[config.mk]
export PLATFORM = sky130hd
export DESIGN_NAME = srb_bank
export DESIGN_NICKNAME = d
export VERILOG_FILES = /design/src/design/srb_pkg.sv /design/src/design/srb_bank.sv
export VERILOG_INCLUDE_DIRS = /design/src /design/src/design
export SDC_FILE = /design/constraint.sdc
export NUM_CORES = 1
export LEC_CHECK = 0
export ABC_AREA = 1
export BUFFER_PORTS_ARGS = -buffer_cell sky130_fd_sc_hd__buf_4
export CORE_MARGIN = 2
export CORE_UTILIZATION = 50
export DETAILED_ROUTE_END_ITERATION = 12
export GPL_TIMING_DRIVEN = 1
export PLACE_DENSITY = 0.69
export SLEW_MARGIN = 20
export SYNTH_ARGS = -nofsm -noshare
export SYNTH_HDL_FRONTEND = slang
export SYNTH_SLANG_ARGS = --single-unit
export TNS_END_PERCENT = 30
[constraint.sdc]
create_clock -name clock -period 1.3 [get_ports clock]
set_input_delay 0.26 -clock clock [delete_from_list [all_inputs] [get_ports clock]]
set_output_delay 0.26 -clock clock [all_outputs]
set_load 0.1 [all_outputs]
[src/design/srb_consts.svh]
// Register indices, reset values, value ranges and answer codes of the configuration bank.
`ifndef SRB_CONSTS_SVH
`define SRB_CONSTS_SVH
// Register indices as seen by the host command.
`define SRB_IDX_NET_ID_HI   8'hbc
`define SRB_IDX_NET_ID_LO   8'hbd
`define SRB_IDX_PAN_ID_HI   8'hbe
`define SRB_IDX_PAN_ID_LO   8'hbf
`define SRB_IDX_MAC_ID_HI   8'hc0
`define SRB_IDX_MAC_ID_LO   8'hc1
`define SRB_IDX_BEACON      8'hc2
`define SRB_IDX_NODE_KIND   8'hc3
`define SRB_IDX_SECURITY    8'hc4
`define SRB_IDX_TAG_INTV    8'he6
`define SRB_IDX_LED_CLAIM   8'he7
`define SRB_IDX_FLASH_OK    8'he8
`define SRB_IDX_SLEEP_EN    8'he9
`define SRB_IDX_SLEEP_BASE  8'hea
`define SRB_IDX_SER_TAG     8'hec
`define SRB_IDX_ADC_REF     8'hf2
`define SRB_IDX_IO_FUNC     8'hf4
`define SRB_IDX_IO_DEFAULT  8'hf5
`define SRB_IDX_LOADER_DIS  8'hf6
// Number of storage slots.
`define SRB_SLOTS           19
// Reset values: the zero default and those that differ from it.
`define SRB_RST_ZERO        8'h00
`define SRB_RST_SECURITY    8'hff
`define SRB_RST_LED_CLAIM   8'h01
`define SRB_RST_SLEEP_BASE  8'h02
`define SRB_RST_IO_DEFAULT  8'hff
// Accepted value ranges.
`define SRB_MIN_ANY         8'h00
`define SRB_MAX_ANY         8'hff
`define SRB_MAX_FLAG        8'h01
`define SRB_MIN_SLEEP_BASE  8'h01
`define SRB_MAX_SLEEP_BASE  8'h28
`define SRB_MAX_SER_TAG     8'h04
`define SRB_MAX_ADC_REF     8'h02
// Answer codes; zero marks success.
`define SRB_ANS_OK          8'h00
`define SRB_ERR_COMMAND     8'h64
`define SRB_ERR_REGISTER    8'h65
`define SRB_ERR_VALUE       8'h66
`endif

[src/design/srb_pkg.sv]
// Types shared by the configuration bank and its users.
package srb_pkg;
  // Command operation carried by a host request.
  typedef enum logic [1:0] {
    srb_op_read,
    srb_op_write,
    srb_op_bad_a,
    srb_op_bad_b
  } srb_op_t;

  // One host command, valid for one cycle.
  typedef struct packed {
    logic       valid;
    srb_op_t    op;
    logic [7:0] index;
    logic [7:0] value;
  } srb_cmd_t;

  // One answer, done for one cycle.
  typedef struct packed {
    logic       done;
    logic       failed;
    logic [7:0] code;
    logic [7:0] data;
  } srb_resp_t;

  // Settings that steer the rest of the module.
  typedef struct packed {
    logic       flash_permit;
    logic       loader_en;
    logic       led_claim;
    logic       sleep_en;
    logic [7:0] sleep_base;
    logic [7:0] tag_interval;
    logic [7:0] serial_tag;
    logic [7:0] adc_ref;
    logic [7:0] io_function;
    logic [7:0] io_default;
  } srb_ctrl_t;
endpackage

[src/design/srb_bank.sv]
// Byte-wide configuration register bank answering host text commands.
// What this block does
// A command that succeeds answers with the success marker.
// Failures answer 100 bad command, 101 bad register, 102 bad value.
// Remote flash writes accepted only while the permit register holds 1.
// Bootloader enabled while its control register is 0, disabled at 1.
// I/O default state comes from its register, range 0 to 255, reset 255.
// Eight-bit registers load defaults at reset; out-of-range writes are rejected.
`timescale 1ns/100ps
`include "srb_consts.svh"

module srb_bank (
  // Clock and reset.
  input  wire logic              clock,
  input  wire logic              rst_b,
  // Host command and answer.
  input  wire srb_pkg::srb_cmd_t  cmd_i,
  output      srb_pkg::srb_resp_t resp_o,
  // Remote flash write request and verdict.
  input  wire logic              remote_wr_req,
  output      logic              remote_wr_grant,
  output      logic              remote_wr_deny,
  // Settings for the rest of the module.
  output      srb_pkg::srb_ctrl_t ctrl_o
);

  localparam int SLOTS = `SRB_SLOTS;

  // Maps a register index to its storage slot.
  function automatic logic [5:0] slot_of(input logic [7:0] idx);
    logic [5:0] s;
    s = 6'h3f;
    case (idx)
      `SRB_IDX_NET_ID_HI:  s = 6'd0;
      `SRB_IDX_NET_ID_LO:  s = 6'd1;
      `SRB_IDX_PAN_ID_HI:  s = 6'd2;
      `SRB_IDX_PAN_ID_LO:  s = 6'd3;
      `SRB_IDX_MAC_ID_HI:  s = 6'd4;
      `SRB_IDX_MAC_ID_LO:  s = 6'd5;
      `SRB_IDX_BEACON:     s = 6'd6;
      `SRB_IDX_NODE_KIND:  s = 6'd7;
      `SRB_IDX_SECURITY:   s = 6'd8;
      `SRB_IDX_TAG_INTV:   s = 6'd9;
      `SRB_IDX_LED_CLAIM:  s = 6'd10;
      `SRB_IDX_FLASH_OK:   s = 6'd11;
      `SRB_IDX_SLEEP_EN:   s = 6'd12;
      `SRB_IDX_SLEEP_BASE: s = 6'd13;
      `SRB_IDX_SER_TAG:    s = 6'd14;
      `SRB_IDX_ADC_REF:    s = 6'd15;
      `SRB_IDX_IO_FUNC:    s = 6'd16;
      `SRB_IDX_IO_DEFAULT: s = 6'd17;
      `SRB_IDX_LOADER_DIS: s = 6'd18;
      default:             s = 6'h3f;
    endcase
    return s;
  endfunction

  // Reset value of each slot.
  function automatic logic [7:0] rst_of(input int slot);
    logic [7:0] v;
    v = `SRB_RST_ZERO;
    case (slot)
      8:       v = `SRB_RST_SECURITY;
      10:      v = `SRB_RST_LED_CLAIM;
      13:      v = `SRB_RST_SLEEP_BASE;
      17:      v = `SRB_RST_IO_DEFAULT;
      default: v = `SRB_RST_ZERO;
    endcase
    return v;
  endfunction

  // Lowest accepted value of each slot.
  function automatic logic [7:0] min_of(input logic [5:0] slot);
    logic [7:0] v;
    v = `SRB_MIN_ANY;
    case (slot)
      6'd13:   v = `SRB_MIN_SLEEP_BASE;
      default: v = `SRB_MIN_ANY;
    endcase
    return v;
  endfunction

  // Highest accepted value of each slot.
  function automatic logic [7:0] max_of(input logic [5:0] slot);
    logic [7:0] v;
    v = `SRB_MAX_ANY;
    case (slot)
      6'd10, 6'd11, 6'd12, 6'd18: v = `SRB_MAX_FLAG;
      6'd13:                      v = `SRB_MAX_SLEEP_BASE;
      6'd14:                      v = `SRB_MAX_SER_TAG;
      6'd15:                      v = `SRB_MAX_ADC_REF;
      default:                    v = `SRB_MAX_ANY;
    endcase
    return v;
  endfunction

  logic [7:0]         regs_r [SLOTS];
  srb_pkg::srb_resp_t resp_r;
  srb_pkg::srb_resp_t resp_nxt;
  logic               grant_r;
  logic               deny_r;

  // Command decode.
  wire        op_known = (cmd_i.op == srb_pkg::srb_op_read) ||
                         (cmd_i.op == srb_pkg::srb_op_write);
  wire        is_write = cmd_i.op == srb_pkg::srb_op_write;
  wire [5:0]  slot     = slot_of(cmd_i.index);
  wire        hit      = slot != 6'h3f;
  wire [4:0]  slot_sel = hit ? slot[4:0] : 5'd0;
  wire [7:0]  rd_data  = regs_r[slot_sel];
  wire        range_ok = (cmd_i.value >= min_of(slot)) && (cmd_i.value <= max_of(slot));
  wire        wr_take  = cmd_i.valid && op_known && is_write && hit && range_ok;

  // Answer selection; errors ranked command, register, value.
  always_comb begin
    resp_nxt        = '0;
    resp_nxt.done   = cmd_i.valid;
    resp_nxt.code   = `SRB_ANS_OK;
    if (!op_known) begin
      resp_nxt.failed = 1'b1;
      resp_nxt.code   = `SRB_ERR_COMMAND;
    end else if (!hit) begin
      resp_nxt.failed = 1'b1;
      resp_nxt.code   = `SRB_ERR_REGISTER;
    end else if (is_write && !range_ok) begin
      resp_nxt.failed = 1'b1;
      resp_nxt.code   = `SRB_ERR_VALUE;
    end else if (is_write) begin
      resp_nxt.data   = cmd_i.value;
    end else begin
      resp_nxt.data   = rd_data;
    end
    if (!cmd_i.valid) begin
      resp_nxt = '0;
    end
  end

  // Register storage with its manufacturer defaults.
  always_ff @(posedge clock or negedge rst_b) begin
    if (!rst_b) begin
      for (int i = 0; i < SLOTS; i++) begin
        regs_r[i] <= rst_of(i);
      end
    end else if (wr_take) begin
      regs_r[slot_sel] <= cmd_i.value;
    end
  end

  // Answer register.
  always_ff @(posedge clock or negedge rst_b) begin
    if (!rst_b) begin
      resp_r <= '0;
    end else begin
      resp_r <= resp_nxt;
    end
  end

  // Remote flash verdict, one cycle after the request.
  always_ff @(posedge clock or negedge rst_b) begin
    if (!rst_b) begin
      grant_r <= 1'b0;
      deny_r  <= 1'b0;
    end else begin
      grant_r <= remote_wr_req && (regs_r[11] == 8'h01);
      deny_r  <= remote_wr_req && (regs_r[11] != 8'h01);
    end
  end

  // Outputs taken from the flip-flops, the loader enable through an inverter.
  assign resp_o                = resp_r;
  assign remote_wr_grant       = grant_r;
  assign remote_wr_deny        = deny_r;
  assign ctrl_o.flash_permit   = regs_r[11][0];
  assign ctrl_o.loader_en      = ~regs_r[18][0];
  assign ctrl_o.led_claim      = regs_r[10][0];
  assign ctrl_o.sleep_en       = regs_r[12][0];
  assign ctrl_o.sleep_base     = regs_r[13];
  assign ctrl_o.tag_interval   = regs_r[9];
  assign ctrl_o.serial_tag     = regs_r[14];
  assign ctrl_o.adc_ref        = regs_r[15];
  assign ctrl_o.io_function    = regs_r[16];
  assign ctrl_o.io_default     = regs_r[17];
endmodule // srb_bank

==> flow_summary.toml, run 1 <==
[layout]
syn2layout_area_growth_pct = 41.6
n_fill_cell = 1384
num_antenna_cells = 0
fin_area_um2 = 13300
final_net_count = 1513
final_layout_size_suffix_gt1_frac = 0.302
fin_util = 0.714

[route]
drc = 0
finalWirelength_um = 30500
first_pass_iters = 5
wl_met3_um = 2600
avgViaCountPerCell = 5.36
dr.max_layer_used = "met4"
initialDrtViolationCount = 784
wl_met1_um = 11800
met2_wirelength_um = 14800
drtAntennaViolNets = 0
num_vias = 9261
wl_per_cell_um = 17.6

[timing]
maxSlewViolCount = 0
setup_viol = 196
fin_hold_ws_ps = 61.2
rsz0062_at_grt = "true"
fmaxAchievable_mhz = 380
layout_min_cycle_time_ps = 2630
worstMarginPinSlew_ps = 645
relSlewSlack = 0.568
hold_viol = 0
finalWorstSetupSlack_ps = -1330
setup-tns-final_ps = -200930
fin_skew_ps = 6.95
post-route-period-util = 2.03

[worst_hold_path]
min-delay-path-class = "input port to flip-flop"
holdPathEnd = "resp_o[13]$_DFF_PN0_"
worstHoldStart = "cmd_i[18]"
holdPathStages = 3

[floorplanning]
die_w_um = 141
dieArea_um2 = 19900
boundaryPins = 94
die_h_um = 141
start_util = 0.505
coreArea_um2 = 18600
std_cell_rows = 50

[clocking]
cts_sinks = 166
cts_buffer_depth = 2
cts_tree = "yes"
htreeDepth = 4
clkSlewWorstSetupHoldPaths_ps = 60
clk_latency_ps = 440
numCtsBuffers = 17
root_buffer = "clkbuf_16"

[power]
p_leak_nw = 6.80
switchingPower_mw = 3.11
seqPwrFrac = 0.448
p_int_mw = 8.67
sw_frac_of_total = 0.264
comb_power_share = 0.128
power.density_nw_per_um2 = 887
vdd_drop_max_mv = 0.942
pwr-share-clk = 0.424

[placement]
placed_area_um2 = 11000
io_buffers = 90
hpwl_um = 19100
place_congestion = 0.900

[synthesis]
ys_ff_latch = 166
yosysMostFrequentCell = "nand2_1"
ys_seq_area_frac = 0.445
syn-mean-instance-area_um2 = 7.20
yosysWarnings = 0
yosys.cell_types.count = 33
yosys.area.top_type = "dfrtp_1"
async_reset_ff_frac = 1.00
synthCells = 1302
yosys-top-cells-count = "501 x nand2_1, 148 x dfrtp_1, 144 x o21ai_0, 119 x inv_1, 73 x nand3_1"
synth-edff-count = 0
synth_top_area_frac = 0.395
dominantRegCellSynth = "dfrtp_1"
yosys-top-cells-area = "dfrtp_1 39%, nand2_1 20%, o21ai_0 7.7%"
syn_area_um2 = 9380

[grt]
grt_pass1_wl_um = 48700
grt_max_degree = 35
first_global_vias = 9293
overflow = 0
grtUsageTotal = 0.316
antenna_found_initial = 0

[setup_path]
cp_max_fo = 8
r2r_cells = 10
path_class = "input port to flip-flop"
crit_required_ps = 1660
rrSetupSlack_ps = -230
cp.arrival_ps = 2990
crit_path_end_kind = "flip-flop"
cp-start-kind = "input port"
r2r-start = "ctrl_o[5]$_DFFE_PN1P_"
r2r-end = "resp_o[5]$_DFF_PN0_"

[outcome]
violations = "negative setup slack"
status = "finished with violations"

[job]
maxCapViolations = 0
-- worst max-delay path: stages --
cell and delay [ps]:
buf_12 110, inv_16 40, nand2_4 40, nor2_4 220
nand3_2 120, nand4_1 100, nor2_1 60, and3_4 170
nor2_2 110, ha_1 270, a21oi_2 150, o21ai_1 80
nand2_1 60, o211ai_1 70, a21o_1 210, inv_4 100
buf_12 110, buf_12 90, nand2_8 60, nor2_4 210
buf_8 180, nand2_1 60, o21ai_1 80
-- cells by family after synthesis --
logic type	synth area share
other cells	0.000400
simple gates	0.308
flops	0.445
fa+ha+maj	0.0120
buf+inv	0.131
compound gates	0.103
-- per-layer routing --
layer | vias to the layer above | global-route usage
met3 | 90 | 0.0615
met5 | - | 0
met1 | 4372 | 0.412
met4 | 0 | 0.138
li1 | 4389 | -
met2 | 410 | 0.516
-- stage by stage --
step                      cells  worst slack, ps  power [mW]
after floorplan            1304            -1460        6.09
after global placement     1664            -1720        6.71
after detailed placement   1664            -1810        6.72
after CTS                  1727            -1180        11.8
after global routing       1729            -1530        12.2
final                      1729            -1330        11.8
-- worst max path at each step --
stage | depth (start not counted) | slack (ps) | to | start
after floorplan | 23 | -1460 | regs_r[128]$_DFFE_PN0P_ | cmd_i[12]
final | 23 | -1330 | ctrl_o[34]$_DFFE_PN0P_ | cmd_i[12]
after global placement | 22 | -1720 | regs_r[136]$_DFFE_PN0P_ | cmd_i[12]
after CTS | 25 | -1180 | ctrl_o[37]$_DFFE_PN0P_ | cmd_i[12]
after global routing | 22 | -1530 | regs_r[118]$_DFFE_PN0P_ | cmd_i[12]
after detailed placement | 23 | -1810 | resp_o[5]$_DFF_PN0_ | cmd_i[12]
-- power groups by stage --
stage	registers (mW)	logic, mW	clock network, mW
floorplan	5.43	0.661	0
CTS	5.28	1.46	5.02
global route	5.28	1.63	5.27
detailed placement	5.37	1.36	0
global placement	5.36	1.35	0
finish	5.28	1.50	5.00
-- cell usage in the layout (no fill, tap or decap), drive strengths merged, types with 3 or more instances in the layout --
cell type,count
nand2,507
buf,267
o21ai,181
dfrtp,148
inv,131
nor2,86
nand3,77
clkbuf,25
dfstp,18
ha,9
a21oi,7
nor3,6
nand4,5
clkinv,5
nor4,5
nand3b,3
conb,3
-- repair_timing --
| action | CTS | global route |
|---|---|---|
| hold buffers | 2 | 0 |
| setup endpoints to repair | 232 | 223 |
| buffers inserted | 20 | 3 |
| cloned | 9 | 2 |
| gates resized for setup | 305 | 94 |
| hold endpoints to repair | 23 | 0 |
| pin swaps | 65 | 33 |
-- cell type report --
| class | count | area (um^2) | share of cell area |
|---|---|---|---|
| clock inverters | 8 | 100 | 0.00754 |
| repair buffers | 270 | 3260 | 0.246 |
| inverters | 131 | 515 | 0.0388 |
| multi-input cells | 896 | 4460 | 0.336 |
| clock buffers | 24 | 472 | 0.0355 |
| flip-flops and latches | 166 | 4180 | 0.315 |
| well taps | 234 | 293 | 0.0221 |
-- registers in the layout, indices dropped and copies added (netlist names) --
| register | flops |
|---|---|
| ctrl_o | 51 |
| remote_wr_grant | 1 |
| remote_wr_deny | 1 |
| regs_r | 101 |
| resp_o | 12 |
No activity file was read; power rests on OpenSTA's default activity.
==> run 2: changes to the inputs <==
--- a/config.mk
+++ b/config.mk
@@ -6,13 +6,13 @@
 export SDC_FILE = /design/constraint.sdc
 export NUM_CORES = 1
 export LEC_CHECK = 0
-export ABC_AREA = 1
+export ABC_AREA = 0
 export BUFFER_PORTS_ARGS = -buffer_cell sky130_fd_sc_hd__buf_4
 export CORE_MARGIN = 2
 export CORE_UTILIZATION = 50
 export DETAILED_ROUTE_END_ITERATION = 12
 export GPL_TIMING_DRIVEN = 1
-export PLACE_DENSITY = 0.69
+export PLACE_DENSITY = 0.7
 export SLEW_MARGIN = 20
 export SYNTH_ARGS = -nofsm -noshare
 export SYNTH_HDL_FRONTEND = slang
==> flow_summary.toml, run 2 <==
[timing]
worstMarginPinSlew_ps = 732
layout_min_cycle_time_ps = 3370
setup-tns-final_ps = -321150
fin_hold_ws_ps = 76.9
finalWorstSetupSlack_ps = -2070
hold_viol = 0
setup_viol = 220
maxSlewViolCount = 0
rsz0062_at_grt = "true"
fin_skew_ps = 11.6
post-route-period-util = 2.60
fmaxAchievable_mhz = 296
relSlewSlack = 0.512

[power]
switchingPower_mw = 3.21
comb_power_share = 0.117
sw_frac_of_total = 0.269
power.density_nw_per_um2 = 917
p_int_mw = 8.73
vdd_drop_max_mv = 0.959
p_leak_nw = 5.96
seqPwrFrac = 0.444
power_mw = 11.9
pwr-share-clk = 0.439

[setup_path]
crit_buf_inv = 5
cp-start-kind = "input port"
crit_required_ps = 1620
r2r_cells = 5
r2r-start = "regs_r[84]$_DFFE_PN1P_"
rrSetupSlack_ps = -250
crit_path_end_kind = "flip-flop"
path_class = "input port to flip-flop"
cp_max_fo = 6
r2r-end = "resp_o[4]$_DFF_PN0_"
crit_path_max_incr_delay_ps = 400
slowest_stage = "or3_4"
cp.arrival_ps = 3690
path_cells = "buf_6 -> buf_4 -> xor2_1 -> a211o_1 -> o211a_4 -> buf_6 -> or3_4 -> nand2_4 -> ha_4 -> nor2b_4 -> o21a_1 -> o211ai_1 -> a21oi_2 -> or3_4 -> buf_12 -> nor3_4 -> buf_12 -> mux2_4"
crit_family = "simple AND/OR/NAND/NOR gates"

[clocking]
root_buffer = "clkbuf_16"
clkSlewWorstSetupHoldPaths_ps = 70
cts_tree = "yes"
numCtsBuffers = 17
htreeDepth = 4
clk_latency_ps = 440
cts_sinks = 166
cts_buffer_depth = 2

[layout]
syn2layout_area_growth_pct = 48.3
final_layout_size_suffix_gt1_frac = 0.581
regMostFlops = "regs_r"
num_antenna_cells = 0
fin_area_um2 = 13000
final_cell_mix = "137 x dfrtp_1, 137 x buf_4, 109 x mux2_4"
largest_reg_flops = 101
final_net_count = 984

[synthesis]
yosysWarnings = 0
synthCells = 759
ys_ff_latch = 166
yosys.area.top_type = "dfrtp_1"
synth-simple-area-share = 0.121
ys_seq_area_frac = 0.475
synth-xor-area-share = 0.00299
muxShareOfSynthArea = 0.215
yosys.cell_types.count = 70
yosys-top-cells-area = "dfrtp_1 42%, mux2_2 19%, dfstp_2 5.4%"
synth-edff-count = 0
synth_top_area_frac = 0.422
async_reset_ff_frac = 1.00
yosysMostFrequentCell = "mux2_2"
yosys-top-cells-count = "149 x mux2_2, 148 x dfrtp_1, 69 x nand2_1, 57 x buf_4, 32 x nor2_1"
dominantRegCellSynth = "dfrtp_1"
synth_top_family_by_area = "multiplexers"
syn-mean-instance-area_um2 = 11.6
synthAdderAreaFrac = 0.0140
synth_compound_area_frac = 0.0966
syn_area_um2 = 8780

[grt]
grtUsageTotal = 0.310
grt_pass1_wl_um = 43100
overflow = 0
first_global_vias = 7444
antenna_found_initial = 0
grt_max_degree = 53

[route]
wl_met3_um = 2000
num_vias = 7208
finalWirelength_um = 28700
drtAntennaViolNets = 0
drc = 0
met2_wirelength_um = 14200
avgViaCountPerCell = 6.05
wl_met1_um = 11500
dr.max_layer_used = "met4"
initialDrtViolationCount = 603
wl_per_cell_um = 24.1
first_pass_iters = 6

[floorplanning]
start_util = 0.510
dieArea_um2 = 18600
die_w_um = 137
die_h_um = 137
std_cell_rows = 48
boundaryPins = 94
coreArea_um2 = 17200

[placement]
place_congestion = 0.909
placed_area_um2 = 10700
io_buffers = 90
hpwl_um = 17800

[worst_hold_path]
holdPathStages = 2
holdPathEnd = "remote_wr_grant$_DFF_PN0_"
worstHoldStart = "remote_wr_req"
min-delay-path-class = "input port to flip-flop"

[job]
maxCapViolations = 0

[outcome]
status = "finished with violations"
violations = "negative setup slack"
[run 2: cell type report]
| type | count | area [um^2] |
|---|---|---|
| fill | 986 | 4210 |
| tap | 225 | 282 |
| timing repair buffer | 271 | 3220 |
| inverter | 11 | 46.3 |
| clock buffer | 17 | 425 |
| sequential | 166 | 4190 |
| clock inverter | 15 | 181 |
| multi-input combinational | 486 | 4680 |
[run 2: power groups by stage]
stage / sequential (mW) / clock (mW) / combinational (mW)
after floorplan: 5.44 / 0 / 0.603
after global placement: 5.38 / 0 / 1.20
after detailed placement: 5.39 / 0 / 1.23
after CTS: 5.30 / 5.25 / 1.32
after global routing: 5.31 / 5.48 / 1.46
final: 5.30 / 5.24 / 1.39
[run 2: repair_timing]
action	CTS	global route
gates cloned	1	1
endpoints found under the setup margin	231	226
buffers inserted	16	6
hold buffers	2	0
pin swaps	19	10
resized for setup	307	56
endpoints found under the hold margin	19	0
[run 2: worst reg2reg max path, cell delays in order (launching register included)]
cell and delay, ps:
dfstp_2 530, mux2i_1 60, mux2_2 320, a22oi_1 240, buf_4 170, a32o_1 160
[run 2: kinds of logic after synthesis]
group                      after synthesis
AOI/OAI and AO/OA                      115
muxes                                  170
other                                    1
adders and majority gates               10
and+or+nand+nor                        185
xor gates and xnor gates                 3
buffers and inverters                  109
DFF                                    166
[run 2: metal layers]
layer | GRT usage | up-vias
met1 | 0.399 | 3687
met2 | 0.512 | 374
met3 | 0.0685 | 70
met4 | 0.122 | 0
li1 | - | 3077
met5 | 0 | -
[run 2: through the flow]
stage | setup slack, ps | std cells | utilization
floorplan | -2540 | 761 | -
global route | -2140 | 1191 | 0.756
finish | -2070 | 1191 | 0.756
CTS | -2020 | 1184 | 0.740
global placement | -2650 | 1133 | 0.623
detailed placement | -2840 | 1133 | 0.623
[run 2: worst max path at each step]
stage          cells after the start  slack, ps      start                       to
2_1_floorplan                     18      -2540  cmd_i[13]  regs_r[144]$_DFFE_PN0P_
3_3_place_gp                      18      -2650  cmd_i[15]   regs_r[70]$_DFFE_PN0P_
3_5_place_dp                      21      -2840  cmd_i[15]    regs_r[3]$_DFFE_PN0P_
4_1_cts                           18      -2020  cmd_i[14]  regs_r[143]$_DFFE_PN0P_
5_1_grt                           20      -2140  cmd_i[15]  regs_r[143]$_DFFE_PN0P_
6_report                          18      -2070  cmd_i[12]  regs_r[143]$_DFFE_PN0P_
